$ cat src/rtl/conv_seq_pkg.sv
// package: constants and carriers for the conversion sequencing control
package conv_seq_pkg;

    localparam int           RESULT_WIDTH   = 10;
    localparam int           CHAN_WIDTH     = 3;
    localparam int           TIME_CNT_WIDTH = 11;

    // operating_mode_field encodings
    localparam logic [1:0]   MODE_DISABLE   = 2'h0;
    localparam logic [1:0]   MODE_SINGLE    = 2'h1;
    localparam logic [1:0]   MODE_REPEAT    = 2'h3;

    // conversion-time codes and their cycle counts
    localparam logic [2:0]   TIME_CODE_MAX  = 3'h5;
    localparam logic [10:0]  TIME_CYC_0     = 11'd39;
    localparam logic [10:0]  TIME_CYC_1     = 11'd78;
    localparam logic [10:0]  TIME_CYC_2     = 11'd156;
    localparam logic [10:0]  TIME_CYC_3     = 11'd312;
    localparam logic [10:0]  TIME_CYC_4     = 11'd624;
    localparam logic [10:0]  TIME_CYC_5     = 11'd1248;

    // reset values
    localparam logic [9:0]   RESULT_RESET   = 10'h000;
    localparam logic [1:0]   MODE_RESET     = 2'h0;

    // software write into the first control register
    typedef struct packed {
        logic                  write;
        logic [CHAN_WIDTH-1:0] channel;
        logic                  input_enable;
        logic [1:0]            mode;
        logic                  start;
    } ctrl_a_write_type;

    // status seen by software
    typedef struct packed {
        logic                    end_of_conversion_flag;
        logic                    converter_busy_flag;
        logic                    conversion_start_bit;
        logic [1:0]              operating_mode_field;
        logic                    analog_input_enable;
        logic [CHAN_WIDTH-1:0]   input_channel_select;
        logic [7:0]              result_low_byte;
        logic [1:0]              result_high_bits;
    } status_type;

endpackage : conv_seq_pkg

$ cat src/rtl/adc_sequencing_control.sv
// design: sequencing control for a 10-bit successive conversion unit
`timescale 1ns/1ps
`default_nettype none

module adc_sequencing_control #(
    parameter int RESULT_WIDTH = conv_seq_pkg::RESULT_WIDTH
) (
    input  wire logic                          mclk,         // 25 MHz clock
    input  wire logic                          sys_rst,      // sync reset, high
    input  wire conv_seq_pkg::ctrl_a_write_type ctrl_a,      // first control write
    input  wire logic                          ctrl_b_write, // second control write
    input  wire logic [2:0]                    ctrl_b_time,  // conversion-time code
    input  wire logic                          read_high,    // high result read strobe
    input  wire logic                          read_low,     // low result read strobe
    input  wire logic                          low_power_enter, // low-power entry pulse
    input  wire logic [RESULT_WIDTH-1:0]       sample_code,  // code from the analog core
    output var conv_seq_pkg::status_type       status,       // register view
    output logic [2:0]                         time_code,    // conversion-time field
    output logic                               conversion_done_irq, // one-cycle pulse
    output logic                               sample_enable, // analog core active
    output logic                               reference_disconnect // supply switch off
);

    // ************************************************************
    // elaboration check
    // ************************************************************
    if (RESULT_WIDTH != 10) begin : g_width_check
        $error("result width must be 10");
    end

    typedef enum logic [0:0] {ST_IDLE, ST_CONVERT} state_type;

    // ************************************************************
    // state
    // ************************************************************
    state_type                state_reg, state_next;
    logic [10:0]              count_reg, count_next;
    logic [2:0]               time_reg, time_next;
    logic [1:0]               mode_reg, mode_next;
    logic                     enable_reg, enable_next;
    logic [2:0]               chan_reg, chan_next;
    logic                     start_reg, start_next;
    logic                     eoc_reg, eoc_next;
    logic [9:0]               result_reg, result_next;
    logic                     irq_reg, irq_next;
    logic                     low_read_reg, low_read_next;
    logic                     refoff_reg, refoff_next;
    logic [10:0]              cycles;

    // ************************************************************
    // conversion time decode
    // ************************************************************
    always_comb begin
        case (time_reg)
            3'h0:    cycles = conv_seq_pkg::TIME_CYC_0;
            3'h1:    cycles = conv_seq_pkg::TIME_CYC_1;
            3'h2:    cycles = conv_seq_pkg::TIME_CYC_2;
            3'h3:    cycles = conv_seq_pkg::TIME_CYC_3;
            3'h4:    cycles = conv_seq_pkg::TIME_CYC_4;
            // reserved codes fall back to the slowest setting
            default: cycles = conv_seq_pkg::TIME_CYC_5;
        endcase
    end

    // ************************************************************
    // next state
    // ************************************************************
    always_comb begin
        state_next    = state_reg;
        count_next    = count_reg;
        time_next     = time_reg;
        mode_next     = mode_reg;
        enable_next   = enable_reg;
        chan_next     = chan_reg;
        start_next    = start_reg;
        eoc_next      = eoc_reg;
        result_next   = result_reg;
        irq_next      = 1'b0;
        low_read_next = low_read_reg;
        refoff_next   = refoff_reg;

        if (ctrl_b_write) begin
            time_next = ctrl_b_time;
        end
        if (read_low) begin
            low_read_next = 1'b1;
        end
        if (read_high) begin
            eoc_next      = 1'b0;
            low_read_next = 1'b0;
        end

        if (ctrl_a.write) begin
            chan_next   = ctrl_a.channel;
            enable_next = ctrl_a.input_enable;
            mode_next   = ctrl_a.mode;
            start_next  = ctrl_a.start;
            refoff_next = 1'b0;
        end

        case (state_reg)
            ST_IDLE: begin
                // launch only from a valid mode; start is dropped otherwise
                if (start_reg) begin
                    start_next = 1'b0;
                    if (mode_reg == conv_seq_pkg::MODE_SINGLE ||
                        mode_reg == conv_seq_pkg::MODE_REPEAT) begin
                        state_next = ST_CONVERT;
                        count_next = cycles;
                        eoc_next   = 1'b0;
                        // a fresh start forgets a half-read pair so its result lands
                        low_read_next = 1'b0;
                    end
                end
            end
            ST_CONVERT: begin
                if (count_reg > 11'd1) begin
                    count_next = count_reg - 11'd1;
                end else begin
                    // a half-read pair keeps the old value and drops the irq
                    if (!(low_read_reg && !read_high)) begin
                        result_next = sample_code;
                        eoc_next    = 1'b1;
                        irq_next    = 1'b1;
                    end
                    low_read_next = 1'b0;
                    if (mode_reg == conv_seq_pkg::MODE_REPEAT) begin
                        count_next = cycles;
                    end else begin
                        state_next = ST_IDLE;
                    end
                end
            end
            default: state_next = ST_IDLE;
        endcase

        // abort outranks a completion landing in the same cycle
        if (ctrl_a.write && ctrl_a.mode == conv_seq_pkg::MODE_DISABLE) begin
            state_next  = ST_IDLE;
            low_read_next = 1'b0;
            start_next  = 1'b0;
            eoc_next    = 1'b0;
            result_next = conv_seq_pkg::RESULT_RESET;
            irq_next    = 1'b0;
        end

        // low-power entry outranks a same-cycle mode write
        if (low_power_enter) begin
            if (state_reg == ST_CONVERT) begin
                // supply stays cut until software rewrites the first register
                refoff_next = 1'b1;
            end
            state_next  = ST_IDLE;
            start_next  = 1'b0;
            mode_next   = conv_seq_pkg::MODE_RESET;
            enable_next = 1'b0;
            eoc_next    = 1'b0;
            result_next = conv_seq_pkg::RESULT_RESET;
            irq_next    = 1'b0;
            low_read_next = 1'b0;
        end
    end

    // ************************************************************
    // registers
    // ************************************************************
    always_ff @(posedge mclk) begin
        if (sys_rst) begin
            state_reg    <= ST_IDLE;
            count_reg    <= 11'h000;
            time_reg     <= 3'h0;
            mode_reg     <= conv_seq_pkg::MODE_RESET;
            enable_reg   <= 1'b0;
            chan_reg     <= 3'h0;
            start_reg    <= 1'b0;
            eoc_reg      <= 1'b0;
            result_reg   <= conv_seq_pkg::RESULT_RESET;
            irq_reg      <= 1'b0;
            low_read_reg <= 1'b0;
            refoff_reg   <= 1'b0;
        end else begin
            state_reg    <= state_next;
            count_reg    <= count_next;
            time_reg     <= time_next;
            mode_reg     <= mode_next;
            enable_reg   <= enable_next;
            chan_reg     <= chan_next;
            start_reg    <= start_next;
            eoc_reg      <= eoc_next;
            result_reg   <= result_next;
            irq_reg      <= irq_next;
            low_read_reg <= low_read_next;
            refoff_reg   <= refoff_next;
        end
    end

    // ************************************************************
    // outputs
    // ************************************************************
    always_comb begin
        status.end_of_conversion_flag = eoc_reg;
        status.converter_busy_flag    = (state_reg == ST_CONVERT);
        status.conversion_start_bit   = start_reg;
        status.operating_mode_field   = mode_reg;
        status.analog_input_enable    = enable_reg;
        status.input_channel_select   = chan_reg;
        status.result_low_byte        = result_reg[7:0];
        status.result_high_bits       = result_reg[9:8];
    end
    assign time_code            = time_reg;
    assign conversion_done_irq  = irq_reg;
    assign sample_enable        = (state_reg == ST_CONVERT);
    assign reference_disconnect = refoff_reg;

    // ************************************************************
    // assertions
    // ************************************************************
    abort_on_disable_a: assert property (@(posedge mclk) disable iff (sys_rst)
        (ctrl_a.write && ctrl_a.mode == 2'h0) |=> !status.converter_busy_flag)
        else $error("mode disable did not stop conversion");
    disable_clears_a: assert property (@(posedge mclk) disable iff (sys_rst)
        (ctrl_a.write && ctrl_a.mode == 2'h0 && !low_power_enter)
        |=> (!eoc_reg && result_reg == 10'h000))
        else $error("mode disable left flag or result");
    single_start_a: assert property (@(posedge mclk) disable iff (sys_rst)
        (start_reg && !status.converter_busy_flag && mode_reg == 2'h1
         && !ctrl_a.write && !low_power_enter) |=> status.converter_busy_flag)
        else $error("single start did not begin");
    done_sets_flag_a: assert property (@(posedge mclk) disable iff (sys_rst)
        conversion_done_irq |-> (eoc_reg && $past(sample_code) == result_reg))
        else $error("irq without flag and result");
    high_read_clear_a: assert property (@(posedge mclk) disable iff (sys_rst)
        (read_high && !status.converter_busy_flag) |=> !eoc_reg)
        else $error("high read did not clear flag");
    restart_keeps_a: assert property (@(posedge mclk) disable iff (sys_rst)
        ($rose(status.converter_busy_flag)) |-> (!eoc_reg && $stable(result_reg)))
        else $error("restart changed result or kept flag");
    low_power_clear_a: assert property (@(posedge mclk) disable iff (sys_rst)
        low_power_enter |=> (mode_reg == 2'h0 && !enable_reg && !start_reg
                             && result_reg == 10'h000 && !eoc_reg))
        else $error("low power left state");
    low_power_halt_a: assert property (@(posedge mclk) disable iff (sys_rst)
        low_power_enter |=> (!status.converter_busy_flag)[*2])
        else $error("conversion kept running in low power");
    ref_switch_a: assert property (@(posedge mclk) disable iff (sys_rst)
        (low_power_enter && status.converter_busy_flag) |=> reference_disconnect)
        else $error("reference not disconnected");
    start_self_clear_a: assert property (@(posedge mclk) disable iff (sys_rst)
        (status.converter_busy_flag && !ctrl_a.write) |=> !start_reg)
        else $error("start bit did not clear");
    fastest_time_a: assert property (@(posedge mclk) disable iff (sys_rst)
        ($rose(status.converter_busy_flag) && time_reg == 3'h0 && mode_reg == 2'h1)
        |-> (count_reg == 11'd39))
        else $error("wrong conversion length");

    // software can rewrite mode or start while busy; the end and restart checks below exclude cycles with a first-register write or low-power entry
    single_end_a: assert property (@(posedge mclk) disable iff (sys_rst)
        (status.converter_busy_flag && mode_reg == 2'h1 && count_reg == 11'd1
         && !ctrl_a.write && !low_power_enter) |=> !status.converter_busy_flag)
        else $error("single conversion did not end");
    repeat_restart_a: assert property (@(posedge mclk) disable iff (sys_rst)
        (status.converter_busy_flag && mode_reg == 2'h3 && count_reg == 11'd1
         && !ctrl_a.write && !low_power_enter) |=> status.converter_busy_flag)
        else $error("repeat conversion did not restart");
    irq_one_cycle_a: assert property (@(posedge mclk) disable iff (sys_rst)
        conversion_done_irq |=> !conversion_done_irq)
        else $error("completion pulse longer than one cycle");
    abort_stays_a: assert property (@(posedge mclk) disable iff (sys_rst)
        (ctrl_a.write && ctrl_a.mode == 2'h0) |=> (!status.converter_busy_flag)[*2])
        else $error("conversion resumed after abort");
    reserved_time_a: assert property (@(posedge mclk) disable iff (sys_rst)
        ($rose(status.converter_busy_flag) && time_reg > 3'h5 && !$past(ctrl_b_write))
        |-> (count_reg == 11'd1248))
        else $error("reserved time code not slowest");
    launch_clears_start_a: assert property (@(posedge mclk) disable iff (sys_rst)
        $rose(status.converter_busy_flag) |-> !start_reg)
        else $error("start bit still set at launch");

    single_done_c: cover property (@(posedge mclk) disable iff (sys_rst)
        conversion_done_irq && mode_reg == 2'h1);
    repeat_done_c: cover property (@(posedge mclk) disable iff (sys_rst)
        conversion_done_irq && status.converter_busy_flag);
    forced_stop_c: cover property (@(posedge mclk) disable iff (sys_rst)
        status.converter_busy_flag && ctrl_a.write && ctrl_a.mode == 2'h0);
    low_power_c: cover property (@(posedge mclk) disable iff (sys_rst)
        status.converter_busy_flag && low_power_enter);
    half_read_c: cover property (@(posedge mclk) disable iff (sys_rst)
        status.converter_busy_flag && count_reg == 11'd1 && low_read_reg && !read_high);

endmodule : adc_sequencing_control

`default_nettype wire

$ cat config.mk
export PLATFORM = sky130hd
export DESIGN_NAME = adc_sequencing_control
export DESIGN_NICKNAME = d
export VERILOG_FILES = /design/src/rtl/conv_seq_pkg.sv /design/src/rtl/adc_sequencing_control.sv
export SDC_FILE = /design/constraint.sdc
export NUM_CORES = 1
export LEC_CHECK = 0
export BUFFER_PORTS_ARGS = -buffer_cell sky130_fd_sc_hd__clkbuf_2
export CORE_ASPECT_RATIO = 0.6
export CORE_MARGIN = 5
export CORE_UTILIZATION = 55
export CTS_CLUSTER_SIZE = 28
export DETAILED_ROUTE_END_ITERATION = 16
export GPL_TIMING_DRIVEN = 0
export PLACE_DENSITY = 0.91
export SETUP_SLACK_MARGIN = 0.3
export SLEW_MARGIN = 20
export SYNTH_ARGS = -nofsm -noshare
export SYNTH_HDL_FRONTEND = slang
export SYNTH_SLANG_ARGS = --single-unit
$ cat constraint.sdc
create_clock -name mclk -period 5.3 [get_ports mclk]
set_input_delay 0.265 -clock mclk [delete_from_list [all_inputs] [get_ports mclk]]
set_output_delay 0.265 -clock mclk [all_outputs]
set_load 0.01 [all_outputs]
## Yosys cells after proc, flatten, opt, wreduce, memory -nomap -nowiden

Cells that the tools add are included.
W data, S select, Z words.

- Add/subtract/negate cells: 1
- $mul: 0
- Divide/modulo/power cells: 0
- Order comparisons: 1
- Equal/unequal tests: 9
- Shifts and indexed selects: 0
- Muxes and demuxes: 30
- Bitwise operators: 3
- Reductions and logical operators: 11

Operator list:

| kind | count |
|---|---|
| $pmux W11 S5 | 1 |
| $mux W11 | 4 |
| $pmux W11 S2 | 1 |
| $mux W1 | 21 |
| $gt A11 B1 Y1 const B | 1 |
| $sub A11 B1 Y11 const B | 1 |
| $eq A3 B2 Y1 const B | 2 |
| $pmux W1 S2 | 3 |
| $reduce_and A3 Y1 | 2 |
| $reduce_or A5 Y1 | 1 |
| $ne A2 B2 Y1 const B | 2 |
| $eq A3 B1 Y1 const B | 1 |
| $eq A3 B3 Y1 const B | 1 |
| $logic_not A3 Y1 | 1 |
| $ne A3 B1 Y1 const B | 1 |
| $not A1 Y1 | 3 |
| $reduce_or A3 Y1 | 1 |
| $eq A2 B1 Y1 const B | 1 |
| $eq A2 B2 Y1 const B | 1 |
| $logic_and A1 B1 Y1 | 2 |
| $logic_not A2 Y1 | 1 |
| $reduce_or A2 Y1 | 1 |
| $logic_not A1 Y1 | 1 |
| $logic_or A1 B1 Y1 | 1 |

- Bits in registers: 36
- Bits in latches: 0
- Memory bits (writable): 0
- ROM bits: 0
- Input bits: 27
- Output and inout bits: 25
- Word-level logic and storage cells: 67
- Memories kept: 0

## Depth between registers and ports, before layout

Gate-level depths: netlist of run 1.

- Word-level depth: 5
- Gate-level depth with buffers: 8
- Gate-level depth less buffers: 7

## Worst setup path after synthesis of run 1

Ideal clock, no wire load.

- Path kind: reg-to-reg
- Start: reg count_reg[1]
- End: reg count_reg[2]
- Library setup time: 128 ps
- Arrival: 1554 ps
- Data required time: 5172 ps
- Path slack: 3618 ps
- Stages on the path, launching flop included: 9
- Buffers on the path: 1
- Clock period less this slack: 1682 ps
- Cells stage by stage: dfxtp_1 > inv_1 > ha_1 > o21bai_1 > a41o_1 > buf_4 > mux2i_1 > a221oi_1 > nor2_1

- Cells in the longest elaborated chain, start to end: 3
- Elaborated cells on any way between the ends: 6
- Those cells by class: add/sub (1); order compare (1); eq/ne (1); mux (2); reduce/logical (1)

Ends and longest elaborated chain:

| element | RTL line | text |
|---|---|---|
| start: declaration | adc_sequencing_control.sv:37 | `logic [10:0] count_reg, count_next;` |
| start signal: assignment | adc_sequencing_control.sv:183 | `count_reg <= count_next;` |
| $sub A11 B1 Y11 / $gt A11 B1 Y1 (equally long branches) | adc_sequencing_control.sv:118, adc_sequencing_control.sv:117 |  |
| $mux W11 / $ne A3 B1 Y1 (equally long branches) | - |  |
| $pmux W11 S2 / $reduce_and A3 Y1 (equally long branches) | - |  |

Parallel ways exist; a longest one is shown, timed or not.
A chain may end at the register's enable or synchronous reset.

## Worst setup path in the final report of run 1

Ends and elaborated chain as after synthesis.

==> results of run 1 <==
## cell families after synthesis
logic type      after synthesis
mux                          24
xor+xnor                      3
flops                        36
fa+ha+maj                     2
simple gates                 76
buf+inv                      17
compound gates               34
## power by group through the flow
stage	clock network (mW)	registers [mW]	logic, mW
after floorplan	0	0.285	0.0233
after global placement	0	0.283	0.0424
after detailed placement	0	0.284	0.0440
after CTS	0.205	0.277	0.0441
after global routing	0.218	0.278	0.0486
final	0.199	0.278	0.0438
## worst paths after layout
check                        from                   end  slack, ns
max reg2reg          count_reg[1]          count_reg[2]       3.41
min               low_power_enter           mode_reg[0]       0.20
max                  count_reg[1]          count_reg[2]       3.41
min reg2reg  reference_disconnect  reference_disconnect       0.48
## cells in the mapped netlist, drive strengths merged
library cell | instances | share of area
nand3 | 3 | 0.0085
ha | 2 | 0.014
inv | 3 | 0.0063
o311a | 1 | 0.0056
o211ai | 1 | 0.0042
a211o | 1 | 0.0049
a32oi | 1 | 0.0049
buf | 9 | 0.038
or4 | 2 | 0.0085
dfxtp | 36 | 0.41
xor2 | 1 | 0.0049
o21ai | 6 | 0.019
o21a | 1 | 0.0042
a21oi | 6 | 0.017
a41oi | 1 | 0.0092
nor4b | 1 | 0.0085
a221oi | 2 | 0.0099
nand3b | 3 | 0.013
nor2 | 34 | 0.075
a211oi | 5 | 0.021
o21bai | 1 | 0.0042
nor4 | 2 | 0.016
clkbuf | 5 | 0.011
a311oi | 3 | 0.015
a31oi | 4 | 0.014
nand4 | 1 | 0.0035
nand2 | 10 | 0.023
nor3 | 11 | 0.047
nor2b | 3 | 0.011
a41o | 1 | 0.0056
and3 | 1 | 0.0035
nor3b | 1 | 0.0042
mux2 | 1 | 0.0063
xnor2 | 2 | 0.0099
mux2i | 23 | 0.13
nand2b | 2 | 0.0071
and2 | 1 | 0.0035
nand4b | 1 | 0.0049
## final cells by class
cell class                 instances  area, um2
multi-input combinational        139        956
buffer                            14       86.3
clock buffer                       8       90.1
sequential                        36        721
fill                             264       1010
inverter                           3       11.3
tap                               45       56.3
timing repair buffer              50        250
## metal layers
metal | track usage | share of wire
met5 | 0 | 0
met4 | 0.0571 | 0.0082
met3 | 0.0963 | 0.11
met2 | 0.247 | 0.42
met1 | 0.262 | 0.47
## through the flow
step | instance area, um2 | total power [mW] | hold WS, ns
floorplan | 1770 | 0.308 | 0.344
global placement | 2080 | 0.326 | 0.465
detailed placement | 2080 | 0.328 | 0.474
CTS | 2170 | 0.527 | 0.196
global route | 2170 | 0.544 | 0.200
finish | 2170 | 0.520 | 0.204
## worst max-delay path: stages (launching register included)
cell and delay [ns]:
dfxtp_1 0.39, inv_1 0.08, ha_1 0.18, o21bai_1 0.25, a41o_1 0.27, buf_4 0.16
mux2i_1 0.12, a221oi_1 0.26, nor2_1 0.06
## placed cells by master (no fill, tap or decap), types with 2 or more instances in the layout
master and n:
a211oi_1 5, a21oi_1 6, a221oi_1 2, a311oi_1 3, a31oi_1 4, buf_1 2
buf_4 5, buf_6 2, clkbuf_1 7, clkbuf_2 50, clkbuf_8 6, dfxtp_1 36
ha_1 2, inv_1 3, mux2i_1 23, nand2_1 9, nand2b_1 2, nand3_1 3
nand3b_1 3, nor2_1 32, nor2_2 2, nor2b_1 3, nor3_1 8, nor3_4 2
o21ai_0 3, o21ai_1 2, or4_1 2, xnor2_1 2
==> run metrics, run 1 <==
result of the run complete, no violations; Die Ht ~54 um; area share of fa/ha/maj cells after synthesis 0.0141; clk root buf clkbuf_8; Initial Util 0.557; # rows 16; minimum clock period about 1.9 ns; Die Outline Area 4500 um2; largest net degree at the start of global routing 11; residual antenna-violating net count after detailed routing 0; timing-limited maximum frequency 529 MHz; initial antenna violation count 0; horizontal die dimension 83.3 um; multiplexer area fraction after synthesis 0.136; clock tree from TritonCTS yes; H-tree depth 2; share of total power in sequential cells 0.534; type of the setup path with the least slack reg2reg; Resized Gates After CTS 0; RD Place Congestion 0.871; largest family of logic cells by synthesized area simple AND/OR/NAND/NOR gates; Inst Count DP ~290; arrival time worst endpoint between 2 and 2.5 ns; Final period util 0.357; Clk Latency, worst-skew pair between 0.2 and 0.3 ns; Std-Cell Core Area 3180 um2; number of buffers created by CTS 5; switching power 0.120 mW; PortBufs 50; top fanout value on the critical path 8; setup violators final 0; setup clock skew after layout around 0.0061 ns; number of remaining DRC errors 0; number of maximum-capacitance constraint violations 0; final standard cell count with taps included and fillers excluded 295; DRT Pass-1 Iters 4; via count of the first global-routing pass 1,363; number of nets in the layout 278; post-DR vias/cell around 5.5; Critical Path Sink Type register; Hold Vio Cnt, Final 0; number of unique standard cell types used by synthesis 47; Simple-Gate Fraction of Synth Area 0.235; design internal power 0.400 mW; pins over their slew limit 0; combinational fraction of design power 0.084; Max VDD drop 0.000180 V; worst r2r path cells 8; Post-Synth XOR/XNOR Area 0.0148; post-layout util 0.682; fraction of final layout cells with drive strength greater than 1 0.296; Post-Synthesis Net Count 221; minimum setup slack in the final design approximately 3.4 ns; worst slew margin relative to its limit 0.629; clock transition at the registers of the reported paths roughly 0.070 ns; post-synthesis area per instance 9.24 um2; final HPWL from detailed placement 3130 um; Clock Tree Buf Depth 2; actual slew at the worst max-slew pin 0.556 ns; Routed WL 4120 um; critical path data required time between 5 and 6 ns; total leakage power 0.910 nW; max reg flops 11; power per unit of standard cell area around 240 nW/um2; CTS sink count 36; post-cts hold buffer count 0; global-route wire length before repair 6440 um; Iteration-0 DRC Markers 152; final routed wire length divided by cell count 14.0 um; Synth Register Bits 36; Final TNS setup 0 ns; share of synthesized area occupied by flip-flops and latches 0.406; Synth Area in Compound Gates 0.139; layout overhead on the synthesized area 22.4%; yosys synthesis warning count 0; type of the most critical hold path in2reg; Mapped Area between 1500 and 2000 um2; count of vias placed by the detailed router 1,627; clock group share of total power 0.382; Placement Setup Slack around 3.4 ns; # IOs 52; kind of start point of the critical path register; Cells after Synth 192; final global-route overflow total 0; number of stages on the worst hold path 2; post-CTS setup repair buffer count 0; unrepaired setup endpoints after global routing no; overall global routing resource usage 0.188; n_diodes 0; Switching Share 0.230
Power figures use the tool's default switching activity.
==> run 2: changes to the inputs <==
--- a/config.mk
+++ b/config.mk
@@ -5,14 +5,15 @@
 export SDC_FILE = /design/constraint.sdc
 export NUM_CORES = 1
 export LEC_CHECK = 0
+export ABC_AREA = 1
 export BUFFER_PORTS_ARGS = -buffer_cell sky130_fd_sc_hd__clkbuf_2
 export CORE_ASPECT_RATIO = 0.6
 export CORE_MARGIN = 5
-export CORE_UTILIZATION = 55
+export CORE_UTILIZATION = 47
 export CTS_CLUSTER_SIZE = 28
 export DETAILED_ROUTE_END_ITERATION = 16
 export GPL_TIMING_DRIVEN = 0
-export PLACE_DENSITY = 0.91
+export PLACE_DENSITY = 0.83
 export SETUP_SLACK_MARGIN = 0.3
 export SLEW_MARGIN = 20
 export SYNTH_ARGS = -nofsm -noshare
==> constraint.sdc (replaced) <==
create_clock -name mclk -period 1.6 [get_ports mclk]
set_input_delay 0.08 -clock mclk [delete_from_list [all_inputs] [get_ports mclk]]
set_output_delay 0.08 -clock mclk [all_outputs]
set_load 0.01 [all_outputs]
==> run 2 against run 1 <==
The flow now finishes with violations (setup timing). Clock power grew to 4.0 times the previous value. Sequential power increased to 3.3 times the previous value. Maximum frequency rose by 18%. Largest power group unchanged. Highest routed layer unchanged.
==> run metrics, run 2 <==
final routed wire length divided by cell count 18.7 um (+34%); Clock Tree Buf Depth 2 (unchanged); Yosys top cell area share 0.379 (-0.0273); routing usage on met2 0.379 (+0.131); Max VDD drop 0.000695 V (+290%); Clk Latency, worst-skew pair 0.29 ns (about the same); n_diodes 0 (unchanged); kind of start point of the critical path register; timing-limited maximum frequency 624 MHz (+18%); post-DR vias/cell 5.88 (+6.7%); count of vias placed by the detailed router 2,312 (+42%); type of the most critical hold path in2reg; post-synthesis area per instance 7.10 um2 (-23%); leading register cell type out of synthesis dfxtp_1; H-tree depth 2 (unchanged); result of the run finished with violations; fill count 249 (-5.7%); number of remaining DRC errors 0 (unchanged); total power draw 1.96 mW (+280%); start of the worst register-to-register path count_reg[1]; pins over their slew limit 0 (unchanged); max reg flops 11 (unchanged); Final period util 1.00 (+0.646); Iteration-0 DRC Markers 243 (+60%); largest net degree at the start of global routing 12 (+1); Initial Util 0.502 (-0.0551); CTS sink count 36 (unchanged); layout overhead on the synthesized area 48.6%; minimum clock period 1.60 ns (-0.286 ns); Std-Cell Core Area 3790 um2 (+19%); RD Place Congestion 0.881 (+1.2%); overall global routing resource usage 0.232 (+0.0438); total leakage power 1.31 nW (+44%); final HPWL from detailed placement 3840 um (+23%); violations in the final reports setup timing; worst slew margin relative to its limit 0.695 (+0.0660); setup violators final 1 (+1); global-route wire length before repair 9920 um (+54%); startpoint of the worst hold path ctrl_a[5]; top library cells by usage in the layout, fill and taps aside clkbuf_2, nand2_1, nor2_1, dfxtp_1, buf_4; Die Outline Area 5460 um2 (+21%); register-to-register path setup slack -0.004 ns (-3.41 ns); top cell types by occurrence after synthesis nand2_1, nor2_1, dfxtp_1; Global Route met1 Usage 0.275 (+0.0128); PortBufs 49 (-2.0%); Die Ht 59.3 um (+9.8%); highest-utilization routing layer at the global route stage met2; actual slew at the worst max-slew pin 0.452 ns (-0.104 ns); clk root buf clkbuf_8; Cells after Synth 268 (+40%); clock tree from TritonCTS yes; share of synthesized area occupied by flip-flops and latches 0.379 (-0.0273); most used standard cell by instance count after synthesis nand2_1; library cell with the largest summed area after synthesis dfxtp_1; number of maximum-capacitance constraint violations 0 (unchanged); arrival time worst endpoint 1.82 ns (-0.24 ns); type of the setup path with the least slack reg2reg; minimum setup slack in the final design -0.00366 ns (-3.41 ns); sequential standard cell area 738 um2 (+2.4%); leading cell types by total area after synthesis dfxtp_1, nand2_1, nor2_1; # rows 17 (+1); Mapped Area 1900 um2 (+7.2%); number of unique standard cell types used by synthesis 29 (-38%); worst r2r path cells 8 (unchanged); yosys synthesis warning count 0 (unchanged); DRT Pass-1 Iters 7 (+3); final global-route overflow total 0 (unchanged); Final TNS setup -0.00366 ns (-0.00366 ns); critical path data required time 1.81 ns (-3.66 ns); fraction of final layout cells with drive strength greater than 1 0.462 (+0.166); total area of multi-input combinational cells 1290 um2 (+35%); initial antenna violation count 0 (unchanged); Critical Path Start count_reg[1]; # IOs 52 (unchanged); share of flip-flops with an asynchronous set or reset 0 (unchanged); power per unit of standard cell area 692 nW/um2 (+190%); number of stages on the worst hold path 3 (+1); terminus of the critical flop-to-flop path count_reg[5]; number of buffers created by CTS 5 (unchanged); unrepaired setup endpoints after global routing yes; met3 layer usage reported by global route 0.0723 (-0.0240); Synth Register Bits 36 (unchanged); most frequent standard cell in the layout excluding fill and tap cells clkbuf_2; Critical Path Sink Type register; top fanout value on the critical path 5 (-3); clock transition at the registers of the reported paths 0.08 ns (about the same); Routed WL 7350 um (+78%); horizontal die dimension 92.1 um (+11%); Hold Path End chan_reg[1]; via count of the first global-routing pass 2,107 (+55%); residual antenna-violating net count after detailed routing 0 (unchanged); Hold Vio Cnt, Final 0 (unchanged); post-cts hold buffer count 0 (unchanged); number of nets in the layout 374 (+35%); setup clock skew after layout 0.00587 ns (-0.000220 ns); EDFF count, synth 0 (unchanged); Post-Synthesis Net Count 297 (+34%)
-- run 2: changes by cell type after synthesis, moves of 12 or more --
cell	before	now
nand3_1	3	15
mux2i_1	23	0
o21ai_0	3	19
a21oi_1	6	18
nand2_1	9	54
inv_1	3	25
-- run 2: report_power, final --
part           total, mW  internal, mW  switching (mW)
Clock              0.803         0.463           0.340
Combinational      0.224        0.0859           0.138
Sequential         0.928         0.907          0.0211
Total               1.96          1.46           0.500
-- run 2: layer usage --
metal / up-vias / share of wire
met5: - / 0
met4: 0 / 0.070
met3: 73 / 0.11
met2: 194 / 0.43
met1: 1033 / 0.39
li1: 1012 / -
-- run 2: how the worst max path moves through the flow --
stage and to:
3_5_place_dp count_reg[1], 6_report count_reg[5], 4_1_cts result_reg[3], 3_3_place_gp count_reg[10]
2_1_floorplan count_reg[10], 5_1_grt result_reg[1]
-- run 2: critical path, cell delays in order (launching register included) --
cell,delay [ns]
dfxtp_4,0.37
nor2_4,0.21
nand3_4,0.13
nand2_4,0.13
buf_4,0.13
nand3_4,0.13
nand2_4,0.15
nand2_1,0.10
a21oi_1,0.16
-- run 2: kinds of logic (layout without fill, tap and decap cells) --
family / count (synthesis) / in the layout / synth area share
simple gates: 137 / 138 / 0.343
compound gates: 50 / 50 / 0.143
buf+inv: 39 / 116 / 0.103
flops: 36 / 36 / 0.379
xor+xnor: 4 / 4 / 0.0184
fa+ha+maj: 2 / 2 / 0.0132
-- run 2: area by class of cell --
type | instances | area share
plain buffers | 12 | 0.0363
clock buffers | 6 | 0.0257
clock inverters | 2 | 0.0124
inverters | 27 | 0.0385
multi-input cells | 194 | 0.456
flip-flops and latches | 36 | 0.261
well taps | 47 | 0.0208
repair buffers | 69 | 0.150
-- run 2: timing repair --
item                                    4_1_cts  5_1_grt
pin swaps                                    19       14
gates cloned                                  3        0
resized for setup                            52       34
endpoints found under the setup margin       24       25
buffers inserted                             10        8
-- run 2: metrics by stage --
step | utilization | hold slack [ns] | setup WS, ns | cells | area, um2
final | 0.747 | 0.0136 | -0.00366 | 393 | 2830
after global routing | 0.747 | 0.0323 | -0.00988 | 393 | 2830
after CTS | 0.694 | 0.0170 | 0.122 | 385 | 2630
after detailed placement | 0.587 | 0.306 | 0.0515 | 364 | 2220
after global placement | 0.587 | 0.302 | 0.0882 | 364 | 2220
after floorplan | - | 0.208 | 0.269 | 268 | 1920
